$ cat src/logic/csd_regs.vh
// Constants for the 8-bit core datapath: status bits, address windows, vectors.
// Assumes it is included by bare name from the design files of this block.
`ifndef CSD_REGS_VH
`define CSD_REGS_VH

// ****************************************************************
// Status register fields
// ****************************************************************
`define CSD_ST_GIE 7
`define CSD_ST_CPY 6
`define CSD_ST_HC 5
`define CSD_ST_SGN 4
`define CSD_ST_OVF 3
`define CSD_ST_NEG 2
`define CSD_ST_ZER 1
`define CSD_ST_CAR 0
`define CSD_STATUS_RESET 8'h00

// ****************************************************************
// Data space windows
// ****************************************************************
`define CSD_IO_BASE 16'h0020
`define CSD_IO_LAST 16'h005F
`define CSD_XIO_BASE 16'h0060
`define CSD_XIO_LAST 16'h00FF
`define CSD_IO_STATUS 6'h3F
`define CSD_IO_COUNT 64

// ****************************************************************
// Pointer register indices and vector spacing
// ****************************************************************
`define CSD_PTR_X 5'h1A
`define CSD_PTR_Y 5'h1C
`define CSD_PTR_Z 5'h1E
`define CSD_VEC_SMALL 2'h1
`define CSD_VEC_LARGE 2'h2

// ****************************************************************
// Operation codes presented by the decoder
// ****************************************************************
`define CSD_OP_NOP 5'h00
`define CSD_OP_ADD 5'h01
`define CSD_OP_ADC 5'h02
`define CSD_OP_SUB 5'h03
`define CSD_OP_SBC 5'h04
`define CSD_OP_AND 5'h05
`define CSD_OP_OR 5'h06
`define CSD_OP_XOR 5'h07
`define CSD_OP_COM 5'h08
`define CSD_OP_NEG 5'h09
`define CSD_OP_INC 5'h0A
`define CSD_OP_DEC 5'h0B
`define CSD_OP_LSR 5'h0C
`define CSD_OP_MOV 5'h0D
`define CSD_OP_BST 5'h0E
`define CSD_OP_BLD 5'h0F
`define CSD_OP_SEI 5'h10
`define CSD_OP_CLI 5'h11
`define CSD_OP_INTERRUPT_RETURN_INSTR 5'h12
`define CSD_OP_CALL 5'h13
`define CSD_OP_SPM 5'h14
`define CSD_OP_IN 5'h15
`define CSD_OP_OUT 5'h16
`define CSD_OP_LDS 5'h17
`define CSD_OP_STS 5'h18
`define CSD_OP_CP 5'h19
`define CSD_OP_LDI 5'h1A

`endif

$ cat src/logic/csd_regfile.v
// Register file of 32 eight-bit working registers with two read ports.
// Assumes one write per clock; read data come out of registers, so the core
// presents read addresses one cycle ahead.
`timescale 1ns/10ps

module csd_regfile (
	// Clock
	input wire clk,
	// Read ports
	input wire [4:0] rd_addr_a,
	input wire [4:0] rd_addr_b,
	output reg [7:0] rd_data_a,
	output reg [7:0] rd_data_b,
	// Write port
	input wire wr_en,
	input wire [4:0] wr_addr,
	input wire [7:0] wr_data
);

reg [7:0] mem [0:31];

// ****************************************************************
// Storage
// ****************************************************************
// Write-through on a same-cycle hit keeps back-to-back operations correct.
always @(posedge clk) begin
	if (wr_en) begin
		mem[wr_addr] <= wr_data;
	end
	rd_data_a <= (wr_en && wr_addr == rd_addr_a) ? wr_data : mem[rd_addr_a];
	rd_data_b <= (wr_en && wr_addr == rd_addr_b) ? wr_data : mem[rd_addr_b];
end

endmodule // csd_regfile

$ cat src/logic/csd_core.v
// Datapath of the 8-bit core: pipeline, ALU, status flags, interrupt entry,
// pointer pairs, I/O windows and self-write guard.
// Assumes a program memory with one cycle of read latency and a data memory
// that accepts a write or read request in one cycle.
//
// Functional notes
// [RULE1] Next instruction is fetched while current one executes, one per cycle.
// [RULE2] Thirty-two eight-bit registers, each read or written in one cycle.
// [RULE3] Two operands read, result computed and written back in one cycle.
// [RULE4] Registers 26 to 31 form three 16-bit pointers; the last also reads flash. The core has no flash read and only drives ptr_z out.
// [RULE5] Status flags follow every ALU operation result.
// [RULE6] Status register is neither saved nor restored on interrupts.
// [RULE7] Bit 7 global enable clear blocks every interrupt.
// [RULE8] Taking an interrupt clears global enable; interrupt return sets it.
// [RULE9] Dedicated instructions set and clear global enable.
// [RULE10] Bit 6 copy cell: bit-store loads it, bit-load writes it out.
// [RULE11] Bit 5 flags carry out of the low nibble on add and subtract.
// [RULE12] Bit 4 always equals negative xor overflow. An OUT to the status address loads bit 4 straight from the register.
// [RULE13] Lowest-numbered pending vector is served first.
// [RULE14] Vector spacing is one word, or two in the largest memory size.
// [RULE15] With read-while-write, flash self-write runs only from boot section.
// [RULE16] 64 I/O addresses, direct or at data addresses 0x20 to 0x5F.
// [RULE17] Extended I/O 0x60 to 0xFF only by load and store, not short I/O.
// [RULE18] Decoder takes 16-bit and 32-bit instructions; most are one word.
// [RULE19] Calls and interrupt entry push the return address onto the stack; the core writes only its low byte.
// [RULE20] Flash has boot and application sections; app writes come from boot. The core allows them from anywhere when rww_variant is low.
// [RULE21] ALU works register-register, register-immediate and single-register.
// [RULE22] Bits 3 to 0: overflow, negative, zero, carry.
// [RULE23] Status register resets to zero, interrupts globally off.
`timescale 1ns/10ps
`include "csd_regs.vh"

module csd_core (
	// Clock and reset
	input wire clk,
	input wire rst,
	// Variant straps
	input wire rww_variant,
	input wire large_flash,
	input wire [15:0] boot_start,
	// Program memory
	output reg [15:0] prog_addr,
	input wire [15:0] prog_data,
	// Decoded operation from the instruction word
	input wire [4:0] op_code,
	input wire [4:0] op_dst,
	input wire [4:0] op_src,
	input wire [7:0] op_imm,
	input wire op_use_imm,
	input wire [2:0] op_bit,
	input wire op_two_word,
	// Interrupt requests, bit 0 has the lowest vector
	input wire [15:0] irq_pending,
	output reg [3:0] irq_ack_num,
	output reg irq_ack,
	// Data memory
	output reg [15:0] data_addr,
	output reg [7:0] data_wdata,
	output reg data_we,
	output reg data_re,
	input wire [7:0] data_rdata,
	// Flash self-write and pointer
	output reg flash_write_go,
	output reg flash_write_refused,
	output wire [15:0] ptr_x,
	output wire [15:0] ptr_y,
	output wire [15:0] ptr_z,
	// Status register view
	output reg [7:0] processor_status_flags
);

// ****************************************************************
// Declarations
// ****************************************************************
localparam ST_RUN = 3'b001;
localparam ST_OPER = 3'b010;
localparam ST_PUSH = 3'b100;

reg [2:0] state_reg;
reg [15:0] pc_reg;
reg [15:0] exec_pc_reg;
reg [15:0] ret_reg;
reg [15:0] sp_reg;
reg [4:0] ra_addr;
reg [4:0] rb_addr;
reg wr_en;
reg [4:0] wr_addr;
reg [7:0] wr_data;
reg [7:0] st_next;
reg [7:0] res;
reg [8:0] sum;
reg [4:0] half;
reg alu_op;
reg [7:0] opnd_b;
reg [15:0] xreg_reg;
reg [15:0] yreg_reg;
reg [15:0] zreg_reg;
reg take_irq;
reg [4:0] dec_code_reg;
reg [4:0] dec_dst_reg;
reg [7:0] dec_imm_reg;
reg dec_use_imm_reg;
reg [2:0] dec_bit_reg;
reg dec_two_reg;
reg [4:0] oper_code_reg;
reg [7:0] oper_data_reg;
reg [3:0] irq_num;
reg in_boot;
wire [7:0] reg_a;
wire [7:0] reg_b;

// ****************************************************************
// Helper functions
// ****************************************************************
// Lowest set request wins, so the lowest vector address is served first.
function [3:0] csd_first;
	input [15:0] req;
	integer i;
	begin
		csd_first = 4'h0;
		for (i = 15; i >= 0; i = i - 1) begin
			if (req[i]) begin
				csd_first = i[3:0];
			end
		end
	end
endfunction

// Status word with the sign bit tied to negative xor overflow.
function [7:0] csd_flags;
	input [7:0] old;
	input [7:0] r;
	input h;
	input v;
	input c;
	begin
		csd_flags = old;
		csd_flags[`CSD_ST_HC] = h;
		csd_flags[`CSD_ST_OVF] = v;
		csd_flags[`CSD_ST_NEG] = r[7];
		csd_flags[`CSD_ST_ZER] = (r == 8'h00);
		csd_flags[`CSD_ST_CAR] = c;
		csd_flags[`CSD_ST_SGN] = r[7] ^ v;
	end
endfunction

// ****************************************************************
// Register file
// ****************************************************************
// [RULE2] [RULE3] single-cycle file
csd_regfile u_file (
	.clk(clk),
	.rd_addr_a(ra_addr),
	.rd_addr_b(rb_addr),
	.rd_data_a(reg_a),
	.rd_data_b(reg_b),
	.wr_en(wr_en),
	.wr_addr(wr_addr),
	.wr_data(wr_data)
);

// Operands are addressed from the decode stage, so data arrive at execute.
always @* begin
	ra_addr = op_dst;
	rb_addr = op_src;
end

// [RULE4] pointer pair views
assign ptr_x = xreg_reg;
assign ptr_y = yreg_reg;
assign ptr_z = zreg_reg;

// ****************************************************************
// ALU and next status
// ****************************************************************
// [RULE21] register, immediate or single operand
always @* begin
	opnd_b = dec_use_imm_reg ? dec_imm_reg : reg_b;
	res = reg_a;
	sum = 9'h000;
	half = 5'h00;
	alu_op = 1'b1;
	st_next = processor_status_flags;
	case (dec_code_reg)
		`CSD_OP_ADD, `CSD_OP_ADC: begin
			sum = {1'b0, reg_a} + {1'b0, opnd_b} +
				{8'h00, (dec_code_reg == `CSD_OP_ADC) & processor_status_flags[`CSD_ST_CAR]};
			half = {1'b0, reg_a[3:0]} + {1'b0, opnd_b[3:0]} +
				{4'h0, (dec_code_reg == `CSD_OP_ADC) & processor_status_flags[`CSD_ST_CAR]};
			res = sum[7:0];
			// [RULE11] [RULE12] [RULE22] add flags
			st_next = csd_flags(processor_status_flags, res, half[4],
				(reg_a[7] == opnd_b[7]) && (res[7] != reg_a[7]), sum[8]);
		end
		`CSD_OP_SUB, `CSD_OP_SBC, `CSD_OP_CP, `CSD_OP_NEG: begin
			sum = (dec_code_reg == `CSD_OP_NEG) ? {1'b0, 8'h00} - {1'b0, reg_a} :
				{1'b0, reg_a} - {1'b0, opnd_b} -
				{8'h00, (dec_code_reg == `CSD_OP_SBC) & processor_status_flags[`CSD_ST_CAR]};
			half = (dec_code_reg == `CSD_OP_NEG) ? 5'h00 - {1'b0, reg_a[3:0]} :
				{1'b0, reg_a[3:0]} - {1'b0, opnd_b[3:0]} -
				{4'h0, (dec_code_reg == `CSD_OP_SBC) & processor_status_flags[`CSD_ST_CAR]};
			res = (dec_code_reg == `CSD_OP_CP) ? reg_a : sum[7:0];
			// [RULE11] [RULE22] borrow flags
			st_next = csd_flags(processor_status_flags, sum[7:0], half[4],
				(dec_code_reg == `CSD_OP_NEG) ? (reg_a == 8'h80) :
				((reg_a[7] != opnd_b[7]) && (sum[7] != reg_a[7])), sum[8]);
		end
		`CSD_OP_AND, `CSD_OP_OR, `CSD_OP_XOR: begin
			res = (dec_code_reg == `CSD_OP_AND) ? (reg_a & opnd_b) :
				(dec_code_reg == `CSD_OP_OR) ? (reg_a | opnd_b) : (reg_a ^ opnd_b);
			st_next = csd_flags(processor_status_flags, res,
				processor_status_flags[`CSD_ST_HC], 1'b0,
				processor_status_flags[`CSD_ST_CAR]);
		end
		`CSD_OP_COM: begin
			res = ~reg_a;
			st_next = csd_flags(processor_status_flags, res,
				processor_status_flags[`CSD_ST_HC], 1'b0, 1'b1);
		end
		`CSD_OP_INC, `CSD_OP_DEC: begin
			res = (dec_code_reg == `CSD_OP_INC) ? reg_a + 8'h01 : reg_a - 8'h01;
			st_next = csd_flags(processor_status_flags, res,
				processor_status_flags[`CSD_ST_HC],
				(dec_code_reg == `CSD_OP_INC) ? (reg_a == 8'h7F) : (reg_a == 8'h80),
				processor_status_flags[`CSD_ST_CAR]);
		end
		`CSD_OP_LSR: begin
			res = {1'b0, reg_a[7:1]};
			st_next = csd_flags(processor_status_flags, res,
				processor_status_flags[`CSD_ST_HC], reg_a[0], reg_a[0]);
		end
		`CSD_OP_MOV, `CSD_OP_LDI: begin
			res = opnd_b;
			alu_op = 1'b0;
		end
		`CSD_OP_BST: begin
			// [RULE10] bit into copy cell
			st_next[`CSD_ST_CPY] = reg_a[dec_bit_reg];
			alu_op = 1'b0;
		end
		`CSD_OP_BLD: begin
			// [RULE10] copy cell into bit
			res[dec_bit_reg] = processor_status_flags[`CSD_ST_CPY];
			alu_op = 1'b0;
		end
		default: begin
			alu_op = 1'b0;
		end
	endcase
end

// [RULE3] write back in the execute cycle
// The file forwards this write to a read of the same register in the same
// cycle, so back-to-back dependent operations see the new value.
always @* begin
	wr_en = 1'b0;
	wr_addr = dec_dst_reg;
	wr_data = res;
	if (state_reg == ST_RUN && !take_irq && dec_code_reg != `CSD_OP_CP &&
		(alu_op || dec_code_reg == `CSD_OP_MOV || dec_code_reg == `CSD_OP_LDI ||
		dec_code_reg == `CSD_OP_BLD)) begin
		wr_en = 1'b1;
	end
end

// ****************************************************************
// Interrupt selection
// ****************************************************************
// [RULE7] [RULE13] gated, lowest vector first
always @* begin
	irq_num = csd_first(irq_pending);
	take_irq = (state_reg == ST_RUN) && processor_status_flags[`CSD_ST_GIE] &&
		(irq_pending != 16'h0000);
	in_boot = exec_pc_reg >= boot_start;
end

// ****************************************************************
// Pipeline, status and memory side effects
// ****************************************************************
// The fetch address runs one word ahead of the executing word, so the
// fetch of the next instruction overlaps the current execute.
always @(posedge clk) begin
	if (rst) begin
		state_reg <= ST_RUN;
		pc_reg <= 16'h0000;
		exec_pc_reg <= 16'h0000;
		ret_reg <= 16'h0000;
		sp_reg <= 16'hFFFF;
		prog_addr <= 16'h0000;
		// [RULE23] cleared status
		processor_status_flags <= `CSD_STATUS_RESET;
		dec_code_reg <= `CSD_OP_NOP;
		dec_dst_reg <= 5'h00;
		dec_imm_reg <= 8'h00;
		dec_use_imm_reg <= 1'b0;
		dec_bit_reg <= 3'h0;
		dec_two_reg <= 1'b0;
		oper_code_reg <= `CSD_OP_NOP;
		oper_data_reg <= 8'h00;
		xreg_reg <= 16'h0000;
		yreg_reg <= 16'h0000;
		zreg_reg <= 16'h0000;
		irq_ack <= 1'b0;
		irq_ack_num <= 4'h0;
		data_addr <= 16'h0000;
		data_wdata <= 8'h00;
		data_we <= 1'b0;
		data_re <= 1'b0;
		flash_write_go <= 1'b0;
		flash_write_refused <= 1'b0;
	end else begin
		// Decode stage; ops offered during an extra cycle are dropped.
		dec_code_reg <= (state_reg == ST_RUN && !take_irq) ? op_code : `CSD_OP_NOP;
		dec_dst_reg <= op_dst;
		dec_imm_reg <= op_imm;
		dec_use_imm_reg <= op_use_imm;
		dec_bit_reg <= op_bit;
		dec_two_reg <= (state_reg == ST_RUN && !take_irq) ? op_two_word : 1'b0;
		irq_ack <= 1'b0;
		data_we <= 1'b0;
		data_re <= 1'b0;
		flash_write_go <= 1'b0;
		flash_write_refused <= 1'b0;
		case (state_reg)
			ST_RUN: begin
				if (take_irq) begin
					// [RULE8] [RULE6] entry clears only the enable bit
					processor_status_flags[`CSD_ST_GIE] <= 1'b0;
					irq_ack <= 1'b1;
					irq_ack_num <= irq_num;
					ret_reg <= exec_pc_reg;
					// [RULE14] vector spacing by memory size
					pc_reg <= {11'h000, irq_num + 4'h1, 1'b0} >> (large_flash ? 0 : 1);
					prog_addr <= {11'h000, irq_num + 4'h1, 1'b0} >> (large_flash ? 0 : 1);
					state_reg <= ST_PUSH;
				end else begin
					// [RULE1] [RULE18] prefetch, two-word skip
					exec_pc_reg <= pc_reg;
					pc_reg <= pc_reg + (dec_two_reg ? 16'h0002 : 16'h0001);
					prog_addr <= pc_reg + (dec_two_reg ? 16'h0002 : 16'h0001);
					if (dec_two_reg) begin
						state_reg <= ST_OPER;
						oper_code_reg <= dec_code_reg;
						oper_data_reg <= reg_a;
					end
					// [RULE5] flags follow the executed operation
					processor_status_flags <= st_next;
					case (dec_code_reg)
						// [RULE9] dedicated enable controls
						`CSD_OP_SEI: processor_status_flags[`CSD_ST_GIE] <= 1'b1;
						`CSD_OP_CLI: processor_status_flags[`CSD_ST_GIE] <= 1'b0;
						// [RULE8] return re-enables
						`CSD_OP_INTERRUPT_RETURN_INSTR: processor_status_flags[`CSD_ST_GIE] <= 1'b1;
						`CSD_OP_CALL: begin
							ret_reg <= pc_reg + 16'h0001;
							state_reg <= ST_PUSH;
						end
						`CSD_OP_SPM: begin
							// [RULE15] [RULE20] boot-only self-write when rww_variant is set, allowed from anywhere otherwise
							flash_write_go <= !rww_variant || in_boot;
							flash_write_refused <= rww_variant && !in_boot;
						end
						`CSD_OP_IN, `CSD_OP_OUT: begin
							// [RULE16] short I/O maps above the file
							data_addr <= `CSD_IO_BASE + {10'h000, dec_imm_reg[5:0]};
							data_we <= (dec_code_reg == `CSD_OP_OUT);
							data_re <= (dec_code_reg == `CSD_OP_IN);
							data_wdata <= reg_a;
							if (dec_code_reg == `CSD_OP_OUT &&
								dec_imm_reg[5:0] == `CSD_IO_STATUS) begin
								processor_status_flags <= reg_a;
							end
						end
						default: begin
						end
					endcase
				end
			end
			ST_OPER: begin
				// [RULE17] extended I/O only via direct load/store
				data_addr <= prog_data;
				data_we <= (oper_code_reg == `CSD_OP_STS);
				data_re <= (oper_code_reg == `CSD_OP_LDS);
				data_wdata <= oper_data_reg;
				exec_pc_reg <= pc_reg;
				state_reg <= ST_RUN;
			end
			ST_PUSH: begin
				// [RULE19] low byte of return address to stack
				data_addr <= sp_reg;
				data_wdata <= ret_reg[7:0];
				data_we <= 1'b1;
				sp_reg <= sp_reg - 16'h0002;
				state_reg <= ST_RUN;
			end
			default: state_reg <= ST_RUN;
		endcase
		// [RULE4] pointer pairs track writes to the top six registers
		if (wr_en && wr_addr[4:1] == `CSD_PTR_X >> 1) begin
			if (wr_addr[0]) xreg_reg[15:8] <= wr_data; else xreg_reg[7:0] <= wr_data;
		end
		if (wr_en && wr_addr[4:1] == `CSD_PTR_Y >> 1) begin
			if (wr_addr[0]) yreg_reg[15:8] <= wr_data; else yreg_reg[7:0] <= wr_data;
		end
		if (wr_en && wr_addr[4:1] == `CSD_PTR_Z >> 1) begin
			if (wr_addr[0]) zreg_reg[15:8] <= wr_data; else zreg_reg[7:0] <= wr_data;
		end
	end
end

endmodule // csd_core

$ cat config.mk
export PLATFORM = sky130hd
export DESIGN_NAME = csd_core
export DESIGN_NICKNAME = d
export VERILOG_FILES = /design/src/logic/csd_regfile.v /design/src/logic/csd_core.v
export VERILOG_INCLUDE_DIRS = /design/src /design/src/logic
export SDC_FILE = /design/constraint.sdc
export NUM_CORES = 1
export LEC_CHECK = 0
export BUFFER_PORTS_ARGS = -buffer_cell sky130_fd_sc_hd__buf_4
export CORE_AREA = 5 5 251 180
export DETAILED_ROUTE_END_ITERATION = 8
export DIE_AREA = 0 0 256 185
export GPL_TIMING_DRIVEN = 1
export PLACE_DENSITY = 0.87
export SETUP_SLACK_MARGIN = 0.3
export SKIP_CTS_REPAIR_TIMING = 1
export SYNTH_ARGS = -nofsm -noshare
export SYNTH_HDL_FRONTEND = slang
export SYNTH_SLANG_ARGS = --single-unit
$ cat constraint.sdc
create_clock -name clk -period 5.8 [get_ports clk]
set_clock_uncertainty 0.15 [all_clocks]
set_input_delay 0.29 -clock clk [delete_from_list [all_inputs] [get_ports clk]]
set_output_delay 0.29 -clock clk [all_outputs]
set_load 0.02 [all_outputs]
==> run metrics <==
area leader, netlist=edfxtp_1; Core ar.=42,760 sq um; Mapped Avg Cell Area=11.45 sq um; top post-synthesis cells by area=edfxtp_1, dfxtp_1, mux4_2; Die X=256 um; worst-margin pin slew=1.391 ns; final period demand of the worst path=5.510 ns; worst path required time=5.99 ns; Rows=64; Final period util=95.00%; final wirelength=84,120 um; Clock Latency Late Sink=0.61 ns; Endpoint, Worst Hold=data_addr[5]; crit-path cells=buf_4 > clkbuf_16 > mux4_2 > mux4_2 > mux2i_1 > nor2_1 > a21oi_1 > ha_1 > ha_1 > nand3_1 > o21ai_0 > nor2_1 > xor2_2 > o221ai_4 > nor4_4 > a21oi_2 > buf_12; Mapped Nets=2,169; vias in the first global route=18.34k; Synth-to-Final Area Change=20.96%; Setup CP Type=reg -> reg; Power Dens Cells=313.5 nW/um^2; most instantiated library cell after synthesis=edfxtp_1; outcome=finished, violations left; Post-Route Utilization=65.32%; CTS Sinks=449; met2 usage=47.19%; CTS tree=done; Worst-path clk slew=0.08 ns; First-pass DRT Iterations=7; Max Fclk=0.1815 GHz; Die ar.=47,360 sq um; Register-to-Register Setup Slack=0.29 ns; first-pass GRT wire length=117,300 um; Root Buffer Master=clkbuf_16; Crit Reg-Reg Endpoint=u_file.mem[0][7]; Cell variety after synth=87; GRT met3 Usage=12.71%; final setup fails=0; class of the worst hold path=in -> reg; Crit. End Element=register; P_leak=10.47 nW; critical path arrival=5.70 ns; worst-case reg-to-reg path depth=17; DRC viols=0; post-synthesis cell count=2,017; PortBufs=184; WHS Path Cells=3; top-area cell type share of the netlist area=33.29%; crit-path max cell delay=0.63 ns; Remaining Overflow, GRT=0; Most flops, register=u_file.mem; FF+latch area=11,560 sq um; fraction of layout cells with a size suffix above 1=24.97%; detailed-placement wirelength estimate=56,730 um; Longest Clk Path Bufs=3; GRT busiest layer=met2; worst vdd ir=268.1 uV; CTS Buf Count=45; Iteration-0 DRC Markers=3,345; EDFF count, synth=256; max reg flops=256; IO Pins=193; Multi-input gate area=10,850 sq um; dominant synthesized flop cell=edfxtp_1; GRT Resource Usage Total=32.71%; relative slew slack=6.895%; Layout Nets=2,435; Fillers=2,974; Die H=185 um; Syn Std Cell Area=23,090 sq um; Post-synth top cells=edfxtp_1, nor2_1, dfxtp_1; hold_ws=-0.01552 ns; post-synthesis async set-or-reset flop share=0%; Vias=19.93k; register area share after synthesis=50.02%; critical path launch point type=register; initial antenna violation count=1; maxcap violations=0; GRT met1 Usage=46.05%; Critical-path top delay cell=mux4_2; Ys Warns=0; largest net degree at the start of global routing=99; final setup TNS=0 ns; final count of hold timing violations=3; crit path max fanout=32; unrepaired setup endpoints after global routing=yes; htree depth=2; failing checks=negative hold slack; Initial Util=54.01%; Avg Vias per Cell=6.918; Synth Register Bits=449; Detail Route Antenna Nets=0; Placer Congestion=0.9852; worst hold start=prog_data[5]; Routed wire per std cell=29.20 um; Slew Limit Fails=0
critical path, delay by kind of cell, from the launching register on:
kind / cells / cell delay (ns)
muxes: 3 / 1.42
buffers and inverters: 3 / 0.52
AOI/OAI and AO/OA: 4 / 0.80
and+or+nand+nor: 4 / 0.80
adders and majority gates: 2 / 0.75
xor gates and xnor gates: 1 / 0.27
DFF: 1 / 0.47
placed cells by master (no fill, tap or decap), types with 38 or more instances in the layout:
master,Yosys,routed
inv_1,59,56
nand3_1,47,47
ha_1,58,54
dfxtp_1,193,189
dlygate4sd3_1,0,43
edfxtp_1,256,256
nand2_1,164,164
clkbuf_16,0,54
a211oi_1,38,38
mux4_2,117,117
o21ai_0,68,62
buf_4,5,289
mux2i_1,80,77
a21oi_1,94,88
a22oi_1,48,46
nor3_1,41,39
nor2_1,203,202
worst max path at each step:
stage | end | slack [ns] | depth (start not counted)
detailed placement | u_file.mem[2][7] | 0.26 | 16
global route | u_file.mem[6][6] | 0.24 | 21
global placement | u_file.mem[3][7] | 0.36 | 16
floorplan | u_file.mem[0][7] | 0.34 | 21
CTS | u_file.mem[16][5] | 0.17 | 17
finish | u_file.mem[0][7] | 0.29 | 17
layer usage:
metal / wire (um) / vias up
li1: - / 8182
met2: 35260 / 1782
met4: 3598 / 4
met5: 63 / -
met1: 31570 / 9667
met3: 13630 / 295
through the flow:
stage / power [mW] / hold slack, ns / area [sq um] / worst slack [ns] / std cells
2_1_floorplan: 4.745 / 0.1677 / 23100 / 0.3402 / 2017
3_3_place_gp: 5.448 / 0.2453 / 25430 / 0.3566 / 2719
4_1_cts: 8.466 / -0.3696 / 26960 / 0.1711 / 2802
3_5_place_dp: 5.489 / 0.2504 / 25430 / 0.2648 / 2719
5_1_grt: 8.978 / 0.008045 / 27930 / 0.2352 / 2880
6_report: 8.758 / -0.01552 / 27930 / 0.2899 / 2881
kinds of logic after synthesis:
family,count (synthesis),share of synthesized area [%]
flip-flops,449,50.02
AO/OA/AOI/OAI,404,11.92
XOR/XNOR,48,1.853
AND/OR/NAND/NOR,647,13.71
adder cells (fa/ha/maj),64,3.663
multiplexers,200,15.07
buffers and inverters,205,3.766
power by group:
| part | internal (mW) | total, mW | switching [mW] |
|---|---|---|---|
| registers | 3.59 | 3.67 | 0.0803 |
| logic | 0.771 | 2.03 | 1.26 |
| clock network | 1.69 | 3.05 | 1.37 |
final cells by class:
cell class              instances  share of cell area, %
multi-input cells            1363                  38.84
well taps                     561                  2.513
diodes                          1               0.008959
clock buffers                  57                  4.605
flip-flops and latches        449                  41.40
inverters                      71                 0.9720
clock inverters                26                 0.8914
repair buffers                353                  10.77
(Power assumes the default switching activity.)
